## config.mk

```make
export PLATFORM = sky130hd
export DESIGN_NAME = bcdp_top
export DESIGN_NICKNAME = d
export VERILOG_FILES = /design/src/bcdp_dac_serial.v /design/src/bcdp_top.v
export VERILOG_INCLUDE_DIRS = /design/src
export SDC_FILE = /design/constraint.sdc
export NUM_CORES = 1
export LEC_CHECK = 0
export BUFFER_PORTS_ARGS = -buffer_cell sky130_fd_sc_hd__buf_2
export CORE_MARGIN = 4
export CORE_UTILIZATION = 48
export DETAILED_ROUTE_END_ITERATION = 16
export MAX_ROUTING_LAYER = met4
export PLACE_DENSITY = 0.76
export SLEW_MARGIN = 5
export SYNTH_ARGS = -nofsm -noshare
export SYNTH_HDL_FRONTEND = slang
export SYNTH_SLANG_ARGS = --single-unit
```

## constraint.sdc

```tcl
create_clock -name clk_sys -period 2.2 [get_ports clk_sys]
set_input_delay 0.22 -clock clk_sys [delete_from_list [all_inputs] [get_ports clk_sys]]
set_output_delay 0.22 -clock clk_sys [all_outputs]
set_load 0.1 [all_outputs]
```

## src/bcdp_regs.vh

```
// register offsets, field positions, reset values and timing counts for the control front end
`ifndef BCDP_REGS_VH
`define BCDP_REGS_VH

// register byte offsets
`define BCDP_ADDR_W            8
`define BCDP_OFF_BASE          8'h00
`define BCDP_OFF_ID            8'h04
`define BCDP_OFF_CONV          8'h08

// base_control fields
`define BCDP_BASE_REAR_A       0
`define BCDP_BASE_REAR_B       1
`define BCDP_BASE_MINT_EN      4
`define BCDP_BASE_FINT         5
`define BCDP_BASE_PGM_EN       16
`define BCDP_BASE_SCLK         17
`define BCDP_BASE_AUX_SEL      18
`define BCDP_BASE_SDATA        19
`define BCDP_BASE_SDATA_REL    20
`define BCDP_BASE_RESET        21'h000000

// board_identification fields
`define BCDP_ID_DIP_LSB        0
`define BCDP_ID_REV_LSB        8
`define BCDP_ID_PEND           16
`define BCDP_ID_SDATA_STORED   19

// converter_command_port fields
`define BCDP_CONV_DATA_W       16
`define BCDP_CONV_BUSY         16
`define BCDP_CONV_RESET        16'h0000

// timing: system clock period and serial bit time, both in ns
`define BCDP_CLK_NS            5
`define BCDP_SER_BIT_NS        50
`define BCDP_SER_HALF_CYC      (`BCDP_SER_BIT_NS / 2 / `BCDP_CLK_NS)

`endif

```

## src/bcdp_dac_serial.v

```verilog
// serial shifter that sends one 16-bit command to the octal converter
`include "bcdp_regs.vh"

module bcdp_dac_serial #(
  parameter WIDTH    = `BCDP_CONV_DATA_W,
  parameter HALF_CYC = `BCDP_SER_HALF_CYC
) (
  // clock and reset
  input  wire             clk_sys,
  input  wire             rst,
  // command side
  input  wire             start,
  input  wire [WIDTH-1:0] word,
  output wire             busy,
  // serial pins
  output reg              dac_cs_n,
  output reg              dac_sclk,
  output reg              dac_din
);

  localparam ST_IDLE  = 2'd0;
  localparam ST_SETUP = 2'd1;
  localparam ST_SHIFT = 2'd2;
  localparam ST_END   = 2'd3;

  // last divider count of a half bit, cut to the divider width on purpose
  localparam [7:0] HALF_LAST = HALF_CYC[7:0] - 8'h01;

  reg [1:0]       state_q;
  reg [7:0]       div_q;
  reg [WIDTH-1:0] shift_q;
  reg [4:0]       bits_q;
  wire            half_tick;

  // half-bit enable: two per 20 MHz bit at the system rate
  assign half_tick = (div_q == HALF_LAST);
  assign busy      = (state_q != ST_IDLE);

  // shifter; a new start restarts the frame so the last write always wins
  always @(posedge clk_sys or posedge rst) begin
    if (rst) begin
      state_q  <= ST_IDLE;
      div_q    <= 8'h00;
      shift_q  <= {WIDTH{1'b0}};
      bits_q   <= 5'h00;
      dac_cs_n <= 1'b1;
      dac_sclk <= 1'b0;
      dac_din  <= 1'b0;
    end else if (start) begin
      state_q  <= ST_SETUP;
      div_q    <= 8'h00;
      shift_q  <= word;
      bits_q   <= WIDTH[4:0] - 5'h01;
      dac_cs_n <= 1'b0;
      dac_sclk <= 1'b0;
      dac_din  <= word[WIDTH-1]; // msb first
    end else if (state_q != ST_IDLE) begin
      div_q <= half_tick ? 8'h00 : div_q + 8'h01;
      if (half_tick) begin
        case (state_q)
          ST_SETUP: state_q <= ST_SHIFT; // select setup before first edge
          ST_SHIFT: begin
            if (!dac_sclk) begin
              dac_sclk <= 1'b1; // converter samples on this edge
            end else begin
              dac_sclk <= 1'b0;
              if (bits_q == 5'h00) begin
                state_q <= ST_END;
              end else begin
                bits_q  <= bits_q - 5'h01;
                shift_q <= {shift_q[WIDTH-2:0], 1'b0};
                dac_din <= shift_q[WIDTH-2];
              end
            end
          end
          ST_END: begin
            dac_cs_n <= 1'b1;
            state_q  <= ST_IDLE;
          end
          default: state_q <= ST_IDLE;
        endcase
      end
    end
  end

endmodule // bcdp_dac_serial

```

## src/bcdp_top.v

```verilog
// host control front end: base control, identification and converter command port
// Operation
// - base bits 19..16 drive synth data, select, serial clock and program enable
// - base bit 19 reads the live synth data line; stored value shows at next word
// - base bits 0 and 1 drive the two rear connector outputs
// - master interrupt enable gates every interrupt request
// - force bit raises a request while set and enabled; cleared only by writing zero or by reset
// - identification bit 16 shows any masked interrupt request pending
// - identification bits 15..8 return the fixed logic revision code
// - identification bits 7..0 return the live dip switch
// - a write to the converter port stores the word and starts sending it
// - converter port bit 16 reads high while a transfer is running
// - converter port bits 15..0 return the last command word sent
// - command word: control code in 15..12, msb-aligned data in 11..0
// - the serial port shifts 16 bits at 20 MHz, about 0.8 us per word
// - base at 0x00, identification at 0x04, converter port at 0x08
`include "bcdp_regs.vh"

module bcdp_top #(
  parameter [7:0] LOGIC_REV = 8'h01, // arbitrary value, set per release
  parameter       HALF_CYC  = `BCDP_SER_HALF_CYC
) (
  // clock and reset
  input  wire                    clk_sys,
  input  wire                    rst,
  // register port
  input  wire [`BCDP_ADDR_W-1:0] reg_addr,
  input  wire                    reg_wr,
  input  wire [31:0]             reg_wdata,
  input  wire                    reg_rd,
  output reg  [31:0]             reg_rdata,
  output reg                     reg_rvalid,
  // synthesizer programming lines
  output wire                    synth_data_o,
  output wire                    synth_data_oe_n,
  input  wire                    synth_data_i,
  output wire                    synth_sclk,
  output wire                    synth_aux_select_bit,
  output wire                    synth_pgm_en,
  // rear connector spares
  output wire                    rear_out_a,
  output wire                    rear_out_b,
  // board switch and interrupt
  input  wire [7:0]              dip_sw,
  output wire                    int_req,
  // converter serial port
  output wire                    dac_cs_n,
  output wire                    dac_sclk,
  output wire                    dac_din
);

  // address decode
  wire sel_base;
  wire sel_id;
  wire sel_conv;

  assign sel_base = (reg_addr == `BCDP_OFF_BASE);
  assign sel_id   = (reg_addr == `BCDP_OFF_ID);
  assign sel_conv = (reg_addr == `BCDP_OFF_CONV);

  // stored control state
  reg  [20:0] base_q;
  reg  [15:0] conv_word_q;
  wire        conv_start;
  wire        conv_busy;

  // base control holds all software bits; unused bits are never stored
  always @(posedge clk_sys or posedge rst) begin
    if (rst) begin
      base_q <= `BCDP_BASE_RESET; // force bit and enable reset to zero
    end else if (reg_wr && sel_base) begin
      base_q[`BCDP_BASE_REAR_A]     <= reg_wdata[`BCDP_BASE_REAR_A];
      base_q[`BCDP_BASE_REAR_B]     <= reg_wdata[`BCDP_BASE_REAR_B];
      base_q[`BCDP_BASE_MINT_EN]    <= reg_wdata[`BCDP_BASE_MINT_EN];
      base_q[`BCDP_BASE_FINT]       <= reg_wdata[`BCDP_BASE_FINT];
      base_q[`BCDP_BASE_PGM_EN]     <= reg_wdata[`BCDP_BASE_PGM_EN];
      base_q[`BCDP_BASE_SCLK]       <= reg_wdata[`BCDP_BASE_SCLK];
      base_q[`BCDP_BASE_AUX_SEL]    <= reg_wdata[`BCDP_BASE_AUX_SEL];
      base_q[`BCDP_BASE_SDATA]      <= reg_wdata[`BCDP_BASE_SDATA];
      base_q[`BCDP_BASE_SDATA_REL]  <= reg_wdata[`BCDP_BASE_SDATA_REL];
    end
  end

  // synthesizer lines are plain register bits so software bit-bangs them
  assign synth_data_o         = base_q[`BCDP_BASE_SDATA];
  assign synth_aux_select_bit = base_q[`BCDP_BASE_AUX_SEL];
  assign synth_sclk           = base_q[`BCDP_BASE_SCLK];
  assign synth_pgm_en         = base_q[`BCDP_BASE_PGM_EN];
  // release the data line for read-back; low enable means we drive
  assign synth_data_oe_n      = base_q[`BCDP_BASE_SDATA_REL];

  // rear spares follow the written value
  assign rear_out_a = base_q[`BCDP_BASE_REAR_A];
  assign rear_out_b = base_q[`BCDP_BASE_REAR_B];

  // interrupt: force is the only local source, gated by the master enable
  wire int_pend;

  assign int_pend = base_q[`BCDP_BASE_MINT_EN] & base_q[`BCDP_BASE_FINT];
  assign int_req  = int_pend;

  // converter command capture; no busy check, a new write restarts the frame
  assign conv_start = reg_wr && sel_conv;

  always @(posedge clk_sys or posedge rst) begin
    if (rst) begin
      conv_word_q <= `BCDP_CONV_RESET;
    end else if (conv_start) begin
      conv_word_q <= reg_wdata[15:0]; // word layout is software's job
    end
  end

  // serial shifter
  bcdp_dac_serial #(
    .WIDTH    (`BCDP_CONV_DATA_W),
    .HALF_CYC (HALF_CYC)
  ) u_dac_serial (
    .clk_sys  (clk_sys),
    .rst      (rst),
    .start    (conv_start),
    .word     (reg_wdata[15:0]),
    .busy     (conv_busy),
    .dac_cs_n (dac_cs_n),
    .dac_sclk (dac_sclk),
    .dac_din  (dac_din)
  );

  // read multiplexer; unmapped offsets read zero
  reg [31:0] rd_mux;

  always @* begin
    rd_mux = 32'h00000000;
    if (sel_base) begin
      rd_mux[`BCDP_BASE_REAR_A]  = base_q[`BCDP_BASE_REAR_A];
      rd_mux[`BCDP_BASE_REAR_B]  = base_q[`BCDP_BASE_REAR_B];
      rd_mux[`BCDP_BASE_MINT_EN] = base_q[`BCDP_BASE_MINT_EN];
      rd_mux[`BCDP_BASE_FINT]    = base_q[`BCDP_BASE_FINT];
      rd_mux[`BCDP_BASE_PGM_EN]  = base_q[`BCDP_BASE_PGM_EN];
      rd_mux[`BCDP_BASE_SCLK]    = base_q[`BCDP_BASE_SCLK];
      rd_mux[`BCDP_BASE_AUX_SEL] = base_q[`BCDP_BASE_AUX_SEL];
      rd_mux[`BCDP_BASE_SDATA]   = synth_data_i; // live line, not the flop
      rd_mux[`BCDP_BASE_SDATA_REL] = base_q[`BCDP_BASE_SDATA_REL];
    end else if (sel_id) begin
      rd_mux[`BCDP_ID_DIP_LSB +: 8] = dip_sw;          // unlatched
      rd_mux[`BCDP_ID_REV_LSB +: 8] = LOGIC_REV;
      rd_mux[`BCDP_ID_PEND]         = int_pend;
      rd_mux[`BCDP_ID_SDATA_STORED] = base_q[`BCDP_BASE_SDATA];
    end else if (sel_conv) begin
      rd_mux[15:0]            = conv_word_q;
      rd_mux[`BCDP_CONV_BUSY] = conv_busy;
    end
  end

  // registered read data, valid one cycle after the strobe
  always @(posedge clk_sys or posedge rst) begin
    if (rst) begin
      reg_rdata  <= 32'h00000000;
      reg_rvalid <= 1'b0;
    end else begin
      reg_rvalid <= reg_rd;
      if (reg_rd) begin
        reg_rdata <= rd_mux;
      end
    end
  end

endmodule // bcdp_top

```

==> results.py, run 1 <==
metrics = {
    "outcome": {
        "status": "finished clean",
    },
    "critical_path": {
        "r2r_cells": 8,
        "critPathTopFamily": "simple AND/OR/NAND/NOR gates",
        "rr_endpoint": "u_dac_serial.shift_q[4]",
        "required_ns": 2.47,
        "cp_max_fo": 7,
        "r2r-start": "u_dac_serial.bits_q[0]",
        "path_buf_inv": 3,
        "max_stage_delay_ns": 0.59,
        "cp_cell_sequence": "inv_1, ha_4, or4b_2, buf_4, nand4_1, buf_6, nand2_1, a31oi_1",
        "start_kind": "register",
        "critical_path_class": "reg -> reg",
        "r2r_slack_ns": 0.15,
        "cp.arrival_ns": 2.32,
        "worst_path_max_delay_cell": "or4b_2",
        "worst_setup_path_end_kind": "register",
    },
    "placement": {
        "hpwl_um": 5940,
        "gp_congestion": 0.874,
        "port_buffers": 74,
    },
    "clock_network": {
        "insertion_delay_ns": 0.35,
        "cts_tree": "done",
        "cts_setup_buffers": 0,
        "path_clk_slew_ns": 0.08,
        "cts_root_buf": "clkbuf_8",
        "h-tree-depth": 3,
        "cts_buffer_depth": 2,
        "numClockSinks": 80,
        "cts_buffers": 9,
    },
    "timing": {
        "fin_skew_ns": 0.00808,
        "setup_viol": 0,
        "finalCritPeriodShare_pct": 93.2,
        "setup-tns-final_ns": 0,
        "min_period_ns": 2.05,
        "relSlewSlack_pct": 60.6,
        "final-hold-violation-count": 0,
        "fin_hold_ws_ns": 0.0694,
        "slew_violations": 0,
        "fmax_mhz": 488,
        "worst_pin_slew_ns": 0.590,
        "rsz0062_at_grt": "false",
    },
    "synthesis": {
        "synth_area_leaders": "dfrtp_1 (51%), nand2_1 (7.6%), nand3_1 (4.5%)",
        "syn_avg_cell_area_sq_um": 9.51,
        "synth_top_area_share_pct": 51.1,
        "synthFlopType": "dfrtp_1",
        "synth_seq_cells": 80,
        "ys_warn_count": 0,
        "synth_cell_types": 46,
        "synth_edf_count": 0,
        "synthCells": 407,
        "synth_area_leader_cell": "dfrtp_1",
        "ys_seq_area_share_pct": 51.7,
        "synthArstFlopShare_pct": 100,
        "netlist_area_sq_um": 3870,
    },
    "pwr": {
        "p_clk_share_pct": 29.3,
        "p_switching_mw": 1.54,
        "p_comb_share_pct": 27.7,
        "seq_power_share_pct": 43.0,
        "irDropWorstVdd_uv": 441,
        "p_int_mw": 2.91,
        "p_per_area_nw_per_um2": 965,
        "swShare_pct": 34.6,
        "p_leak_nw": 2.34,
    },
    "global_route": {
        "grt_start_max_net_pins": 81,
        "grt_pass1_vias": 3014,
        "grt.overflow.total": 0,
        "grt_util_all_layers_pct": 19.1,
        "antenna_found_initial": 0,
        "grt_first_pass_wirelength_um": 14600,
    },
    "final_layout": {
        "layout_common_cells": "dfrtp_1 (79), nand2_1 (78), buf_2 (74), nand3_1 (35), inv_1 (30)",
        "final_nets": 546,
        "final_layout_size_suffix_gt1_share_pct": 26.3,
        "layout_commonest_cell": "dfrtp_1",
        "area_growth_pct": 19.2,
        "fillers": 660,
        "diodes": 0,
    },
    "floorplan": {
        "die_y_um": 97.8,
        "fp.coreArea_sq_um": 7770,
        "design.die.area_sq_um": 9570,
        "num_rows": 32,
        "dieWidth_um": 97.8,
        "initial_core_util_pct": 49.8,
        "io_pins": 97,
    },
    "worst_hold_path": {
        "hold-path-cell-count": 3,
        "holdCritPathClass": "in -> reg",
        "hold_start": "reg_wdata[7]",
        "hold-path-endpoint": "conv_word_q[7]",
    },
    "routing": {
        "vias": 3125,
        "drtIter0Drc": 247,
        "viasPerCell": 5.27,
        "wirelength_um": 8550,
        "drtPass1Iterations": 5,
        "route.detailed.drc": 0,
        "drt.antenna.violating_nets": 0,
        "routedWlPerCell_um": 14.4,
    },
    "job": {
        "drv_cap": 0,
    },
}
## worst register-to-register path: stages, from the launching register on
cell	delay (ns)
dfrtp_1	0.38
inv_1	0.12
ha_4	0.16
or4b_2	0.59
buf_4	0.16
nand4_1	0.15
buf_6	0.16
nand2_1	0.06
a31oi_1	0.18
## worst max path at each step
| stage | slack (ns) | start | to | cells past startpoint |
|---|---|---|---|---|
| after floorplan | 0.11 | u_dac_serial.dac_sclk | u_dac_serial.shift_q[2] | 6 |
| after global placement | 0.16 | u_dac_serial.bits_q[0] | u_dac_serial.bits_q[0] | 8 |
| after detailed placement | 0.14 | u_dac_serial.bits_q[0] | u_dac_serial.shift_q[2] | 8 |
| after CTS | 0.09 | u_dac_serial.bits_q[0] | u_dac_serial.shift_q[4] | 8 |
| after global routing | 0.02 | u_dac_serial.bits_q[0] | u_dac_serial.shift_q[4] | 8 |
| final | 0.15 | u_dac_serial.bits_q[0] | u_dac_serial.shift_q[4] | 8 |
## synthesized netlist by cell type, drive strengths merged (4+ instances only)
| cell | instances |
|---|---|
| nor4 | 5 |
| buf | 25 |
| nor2b | 4 |
| mux2i | 7 |
| clkbuf | 9 |
| a22o | 4 |
| ha | 7 |
| mux2 | 9 |
| a21oi | 9 |
| nor2 | 30 |
| o22ai | 5 |
| nand3 | 35 |
| and2 | 4 |
| dfrtp | 79 |
| o21ai | 21 |
| inv | 31 |
| nand2 | 78 |
| a31oi | 17 |
| xor2 | 4 |
## logic make-up (layout without fill, tap and decap cells)
family,count (synthesis),count (layout),share of synthesized area (%)
compound gates,64,64,10.3
buf+inv,65,139,9.05
fa+ha+maj,7,7,2.26
simple gates,168,168,20.7
flops,80,80,51.7
mux,16,16,4.43
xor+xnor,6,6,1.36
other cells,1,11,0.0969
## cell type report
type | instances | area, sq um | share of cell area (%)
multi-input cells | 272 | 1570 | 34.0
repair buffers | 92 | 553 | 12.0
inverters | 31 | 120 | 2.60
flip-flops and latches | 80 | 2000 | 43.4
clock buffers | 10 | 128 | 2.77
clock inverters | 6 | 115 | 2.49
well taps | 102 | 128 | 2.77
## power groups by stage
stage	clock network (mW)	registers, mW	logic, mW
3_3_place_gp	0	1.92	1.17
6_report	1.31	1.91	1.23
4_1_cts	1.33	1.91	1.23
3_5_place_dp	0	1.93	1.21
2_1_floorplan	0	2.07	0.743
5_1_grt	1.39	1.95	1.36
## sequential cells by signal, summed over array words and instances, names as in the netlist, 2 cells and up
register,cells
reg_rdata,21
conv_word_q,16
u_dac_serial.shift_q,15
u_dac_serial.div_q,8
u_dac_serial.bits_q,5
base_q,2
u_dac_serial.state_q,2
## metal layers
| layer | global-route usage [%] | vias up | part of all wire [%] |
|---|---|---|---|
| met5 | - | - | 0 |
| met4 | 7.24 | 0 | 1.5 |
| met3 | 4.57 | 15 | 6.5 |
| met2 | 29.6 | 104 | 48 |
| met1 | 24.5 | 1501 | 44 |
| li1 | - | 1505 | - |
## per-stage QoR
step	total power [mW]	worst slack (ns)	instances	area, sq um	utilization (%)
global route	4.70	0.0218	593	4610	59.4
floorplan	2.82	0.114	417	3910	-
CTS	4.46	0.0862	592	4590	59.1
finish	4.46	0.149	593	4610	59.4
global placement	3.09	0.164	575	4330	55.8
detailed placement	3.14	0.137	575	4330	55.8
## what timing repair did
action | CTS | global route
hold buffers | 1 | 0
resized for setup | 0 | 6
endpoints found under the hold margin | 68 | 0
setup endpoints to repair | 0 | 11
Power figures use the tool's default switching activity.
==> run 2: changes to the inputs <==
Settings changed: SYNTH_HIERARCHICAL from default to 1.
==> run 2 against run 1 <==
  * Utilization grew 0.40 points
  * Clock power shrank 18%
  * Cell count shrank 13%
  * Die area grew 0.50%
  * Non-clock buffer count rose by 8
  * Critical path type unchanged
  * Count of clock-buffer cells in the layout is 1 higher
==> results.py, run 2 <==
metrics = {
    "placement": {
        "placedCellCount": 491,
        "hpwl_um": 6210,
        "place_area_sq_um": 4390,
        "gp_congestion": 0.833,
        "port_buffers": 74,
    },
    "pwr": {
        "p_switching_mw": 1.35,
        "p_clk_share_pct": 26.6,
        "swShare_pct": 33.5,
        "p_per_area_nw_per_um2": 862,
        "total_power_mw": 4.03,
        "p_int_mw": 2.68,
        "irDropWorstVdd_uv": 573,
        "seq_power_share_pct": 45.5,
        "p_leak_nw": 2.40,
        "p_comb_share_pct": 27.9,
    },
    "timing": {
        "slew_violations": 0,
        "setup_viol": 0,
        "worst_pin_slew_ns": 0.682,
        "fin_hold_ws_ns": 0.0979,
        "final-hold-violation-count": 0,
        "min_period_ns": 2.11,
        "fin_skew_ns": 0.0103,
        "relSlewSlack_pct": 54.5,
        "fmax_mhz": 474,
        "finalCritPeriodShare_pct": 95.8,
    },
    "floorplan": {
        "initial_core_util_pct": 49.9,
        "dieWidth_um": 98.1,
        "num_rows": 32,
        "design.die.area_sq_um": 9610,
        "die_y_um": 98.1,
        "io_pins": 97,
        "fp.coreArea_sq_um": 7810,
    },
    "synthesis": {
        "synth_seq_cells": 80,
        "ys_warn_count": 6,
        "netlist_area_sq_um": 3890,
        "synthCells": 312,
        "synth_area_leaders": "dfrtp_1 (51%), mux2_2 (10%), mux2_4 (7.7%)",
        "synth_cell_types": 50,
        "netlist_top_cells_count": "dfrtp_1 (79), mux2_2 (35), nand2_1 (29), mux2_4 (20), o2bb2ai_1 (14)",
        "synth_edf_count": 0,
        "synthArstFlopShare_pct": 100,
        "ys_seq_area_share_pct": 51.5,
        "syn_avg_cell_area_sq_um": 12.5,
        "synthFlopType": "dfrtp_1",
        "synth_top_area_share_pct": 50.8,
        "synth_area_leader_cell": "dfrtp_1",
        "synth_most_common_cell": "dfrtp_1",
    },
    "clock_network": {
        "path_clk_slew_ns": 0.08,
        "cts_tree": "done",
        "cts_buffer_depth": 2,
        "numClockSinks": 80,
        "cts_root_buf": "clkbuf_8",
        "h-tree-depth": 3,
        "insertion_delay_ns": 0.34,
        "cts_buffers": 9,
    },
    "final_layout": {
        "multi_input_area_sq_um": 1720,
        "largest_register_ffs": 21,
        "diodes": 0,
        "layout_commonest_cell": "dfrtp_1",
        "layout_common_cells": "dfrtp_1 (78), buf_2 (74), mux2_2 (35), nand2_1 (29), buf_4 (24)",
        "finalInstanceArea_sq_um": 4670,
        "top_regs": "reg_rdata x21, conv_word_q x16, u_dac_serial/shift_q x15",
        "seq_area_sq_um": 2000,
        "fillers": 649,
        "final_util_pct": 59.8,
        "area_growth_pct": 20.0,
        "top_register": "reg_rdata",
        "final_layout_size_suffix_gt1_share_pct": 43.3,
        "final_nets": 467,
        "final_cells": 515,
    },
    "routing": {
        "drtPass1Iterations": 4,
        "viasPerCell": 5.32,
        "wirelength_um": 8170,
        "drt.antenna.violating_nets": 0,
        "drtIter0Drc": 83,
        "vias": 2738,
        "routedWlPerCell_um": 15.9,
        "route.detailed.drc": 0,
    },
    "global_route": {
        "grt.overflow.total": 0,
        "grt_first_pass_wirelength_um": 13800,
        "grt_util_all_layers_pct": 18.4,
        "grt_pass1_vias": 2813,
        "antenna_found_initial": 0,
        "grt_start_max_net_pins": 24,
    },
    "critical_path": {
        "cp_max_fo": 8,
        "worst_setup_path_end_kind": "register",
        "critical_path_class": "reg -> reg",
        "required_ns": 2.42,
        "cp.arrival_ns": 2.33,
        "r2r-start": "u_dac_serial/state_q[0]",
        "start_kind": "register",
        "setup.worst_path.start": "u_dac_serial/state_q[0]",
    },
    "worst_hold_path": {
        "hold_start": "reg_wdata[20]",
        "holdCritPathClass": "in -> reg",
    },
    "outcome": {
        "status": "finished clean",
    },
    "job": {
        "drv_cap": 0,
    },
}
[run 2: area by class of cell]
| type | count | area share (%) |
|---|---|---|
| flip-flops and latches | 80 | 42.9 |
| multi-input cells | 203 | 36.7 |
| clock buffers | 11 | 3.03 |
| inverters | 14 | 1.13 |
| well taps | 102 | 2.73 |
| clock inverters | 5 | 1.21 |
| repair buffers | 100 | 12.2 |
[run 2: critical path, stage by stage (launching register included)]
cell	delay (ns)
dfrtp_1	0.37
inv_1	0.09
ha_4	0.20
nor4_4	0.27
nand4bb_1	0.19
buf_6	0.18
buf_4	0.16
o21ai_0	0.17
or3b_1	0.36
[run 2: logic make-up after synthesis]
group / Yosys count / synth area share (%)
DFF: 80 / 51.5
and+or+nand+nor: 71 / 10.7
muxes: 60 / 19.1
AOI/OAI and AO/OA: 49 / 9.39
buffers and inverters: 39 / 5.91
adders and majority gates: 6 / 1.93
xor gates and xnor gates: 6 / 1.35
other: 1 / 0.0963
[run 2: worst paths after layout]
kind / cells past startpoint / slack (ns) / endpoint
max in group asynchronous: 4 / 1.03 / u_dac_serial/shift_q[6]
min in group asynchronous: 3 / 0.32 / conv_word_q[13]
worst min-delay path: 2 / 0.1 / synth_data_oe_n
worst min register to register: 2 / 0.48 / reg_rdata[6]
worst max-delay path: 8 / 0.09 / u_dac_serial/bits_q[3]
worst max register to register: 8 / 0.09 / u_dac_serial/bits_q[3]
[run 2: stage by stage]
step	worst slack, ns	setup TNS (ns)
after global placement	0.134	0
after global routing	-0.0168	-0.0274
after floorplan	0.194	0
after detailed placement	0.0112	0
after CTS	0.00366	0
final	0.0916	0
[run 2: repair_timing]
action	in CTS	in global routing
hold endpoints to repair	21	0
setup endpoints to repair	0	2
resized for setup	0	4
hold buffers	1	0
buffers inserted	0	7
[run 2: layer usage]
metal	share of wire, %	track usage (%)	up-vias
met3	4.8	4.36	10
met5	0	-	-
met1	42	22.0	1363
met4	1.5	5.75	0
met2	52	30.8	73
li1	-	-	1292
[run 2: power groups by stage]
stage | Clock, mW | Combinational, mW | Sequential, mW
after floorplan | 0 | 0.673 | 1.97
after CTS | 1.11 | 1.04 | 1.83
final | 1.07 | 1.12 | 1.83
after global placement | 0 | 0.994 | 1.85
after global routing | 1.17 | 1.23 | 1.85
after detailed placement | 0 | 1.03 | 1.86
==> run 3: changes to the inputs <==
==> constraint.sdc (replaced) <==
create_clock -name clk_sys -period 2.2 [get_ports clk_sys]
set_input_delay 0.11 -clock clk_sys [delete_from_list [all_inputs] [get_ports clk_sys]]
set_output_delay 0.11 -clock clk_sys [all_outputs]
set_load 0.1 [all_outputs]
==> run 3 against run 2 <==
  * Non-clock buffer count up 3
  * Sequential share of layout area down 0.62 points
  * Via count down 0.33%
  * Clock skew down 0.0022 ns
  * Critical path type unchanged
  * Largest cell class unchanged
==> results.py, run 3 (synthesis gave the netlist of run 2 again) <==
metrics = {
    "final_layout": {
        "layout_common_cells": "dfrtp_1 (78), buf_2 (74), mux2_2 (35), nand2_1 (29), mux2_4 (20)",
        "final_layout_size_suffix_gt1_share_pct": 40.9,
        "layout_commonest_cell": "dfrtp_1",
        "final_nets": 470,
        "top_regs": "reg_rdata x21, conv_word_q x16, u_dac_serial/shift_q x15",
        "finalInstanceArea_sq_um": 4740,
        "area_growth_pct": 21.7,
        "largest_register_ffs": 21,
        "diodes": 0,
        "top_register": "reg_rdata",
    },
    "pwr": {
        "irDropWorstVdd_uv": 663,
        "p_leak_nw": 2.42,
        "p_per_area_nw_per_um2": 871,
    },
    "routing": {
        "vias": 2729,
        "route.detailed.drc": 0,
        "drtIter0Drc": 126,
        "routedWlPerCell_um": 15.9,
        "drt.antenna.violating_nets": 0,
        "viasPerCell": 5.27,
        "wirelength_um": 8230,
        "drtPass1Iterations": 4,
    },
    "placement": {
        "gp_congestion": 0.800,
        "port_buffers": 74,
        "hpwl_um": 6040,
        "place_area_sq_um": 4360,
    },
    "floorplan": {
        "fp.coreArea_sq_um": 7810,
        "design.die.area_sq_um": 9610,
        "dieWidth_um": 98.1,
        "io_pins": 97,
        "num_rows": 32,
        "initial_core_util_pct": 49.9,
        "die_y_um": 98.1,
    },
    "job": {
        "drv_cap": 0,
    },
    "timing": {
        "finalCritPeriodShare_pct": 94.3,
        "worst_pin_slew_ns": 0.801,
        "setup-tns-final_ns": 0,
        "setup_viol": 0,
        "slew_violations": 0,
        "final-hold-violation-count": 0,
        "fin_skew_ns": 0.00812,
        "relSlewSlack_pct": 46.5,
        "min_period_ns": 2.08,
        "fmax_mhz": 482,
    },
    "clock_network": {
        "numClockSinks": 80,
        "cts_buffers": 9,
        "cts_buffer_depth": 2,
        "cts_tree": "done",
        "path_clk_slew_ns": 0.09,
        "insertion_delay_ns": 0.35,
        "cts_root_buf": "clkbuf_8",
        "h-tree-depth": 3,
    },
    "critical_path": {
        "cp.arrival_ns": 2.30,
        "required_ns": 2.43,
        "worst_setup_path_end_kind": "register",
        "cp_max_fo": 11,
        "start_kind": "register",
        "critical_path_class": "reg -> reg",
    },
    "global_route": {
        "antenna_found_initial": 0,
        "grt_start_max_net_pins": 48,
        "grt_util_all_layers_pct": 18.5,
        "grt_first_pass_wirelength_um": 13900,
        "grt_pass1_vias": 2860,
        "grt.overflow.total": 0,
    },
    "worst_hold_path": {
        "holdCritPathClass": "in -> reg",
    },
    "outcome": {
        "status": "finished clean",
    },
}
[run 3: final timing paths]
| path | startpoint | to | slack [ns] | cells past startpoint |
|---|---|---|---|---|
| max | u_dac_serial/state_q[1] | u_dac_serial/bits_q[2] | 0.12 | 8 |
| min | reg_wdata[3] | conv_word_q[3] | 0.02 | 2 |
| max reg2reg | u_dac_serial/state_q[1] | u_dac_serial/bits_q[2] | 0.12 | 8 |
| min reg2reg | reg_rdata[9] | reg_rdata[9] | 0.48 | 1 |
| max in group asynchronous | rst | u_dac_serial/shift_q[2] | 1.05 | 4 |
| min in group asynchronous | rst | conv_word_q[10] | 0.45 | 4 |
[run 3: cell type report]
cell class | count | area [sq um]
clock buffers | 10 | 138
clock inverters | 6 | 92.6
fillers | 628 | 3070
inverters | 14 | 52.6
multi-input cells | 203 | 1700
flip-flops and latches | 80 | 2000
well taps | 102 | 128
repair buffers | 103 | 624
[run 3: through the flow]
| stage | setup WS, ns | power (mW) | utilization (%) | instances | hold WS (ns) |
|---|---|---|---|---|---|
| finish | 0.125 | 4.13 | 60.7 | 518 | 0.0205 |
| global route | -0.00199 | 4.36 | 60.7 | 518 | 0.00236 |
| CTS | 0.0711 | 4.12 | 60.5 | 517 | 0.00225 |
| detailed placement | 0.0653 | 2.88 | 55.9 | 488 | 0.305 |
| global placement | 0.160 | 2.83 | 55.9 | 488 | 0.299 |
| floorplan | 0.194 | 2.65 | - | 322 | 0.141 |
[run 3: timing repair]
item | 4_1_cts | 5_1_grt
gates resized for setup | 0 | 2
hold endpoints to repair | 82 | 0
buffers inserted | 0 | 1
hold buffers | 13 | 0
setup endpoints to repair | 0 | 2
[run 3: metal layers]
layer	global-route usage (%)	vias up	wire length, um
li1	-	1297	-
met1	21.7	1343	3430
met2	30.9	71	4180
met3	4.93	18	439
met4	5.75	0	172
met5	-	-	0
[run 3: critical path: stages, from the launching register on]
cell       delay, ns
dfrtp_1         0.40
inv_1           0.06
ha_2            0.22
nor4_4          0.25
nand4bb_1       0.19
buf_6           0.20
buf_4           0.15
o21ai_0         0.13
or3b_1          0.36
[run 3: power breakdown]
part           switching [mW]  internal [mW]  total, mW
clock                   0.547          0.673       1.22
sequential              0.175           1.66       1.83
combinational           0.643          0.428       1.07
total                    1.37           2.76       4.13
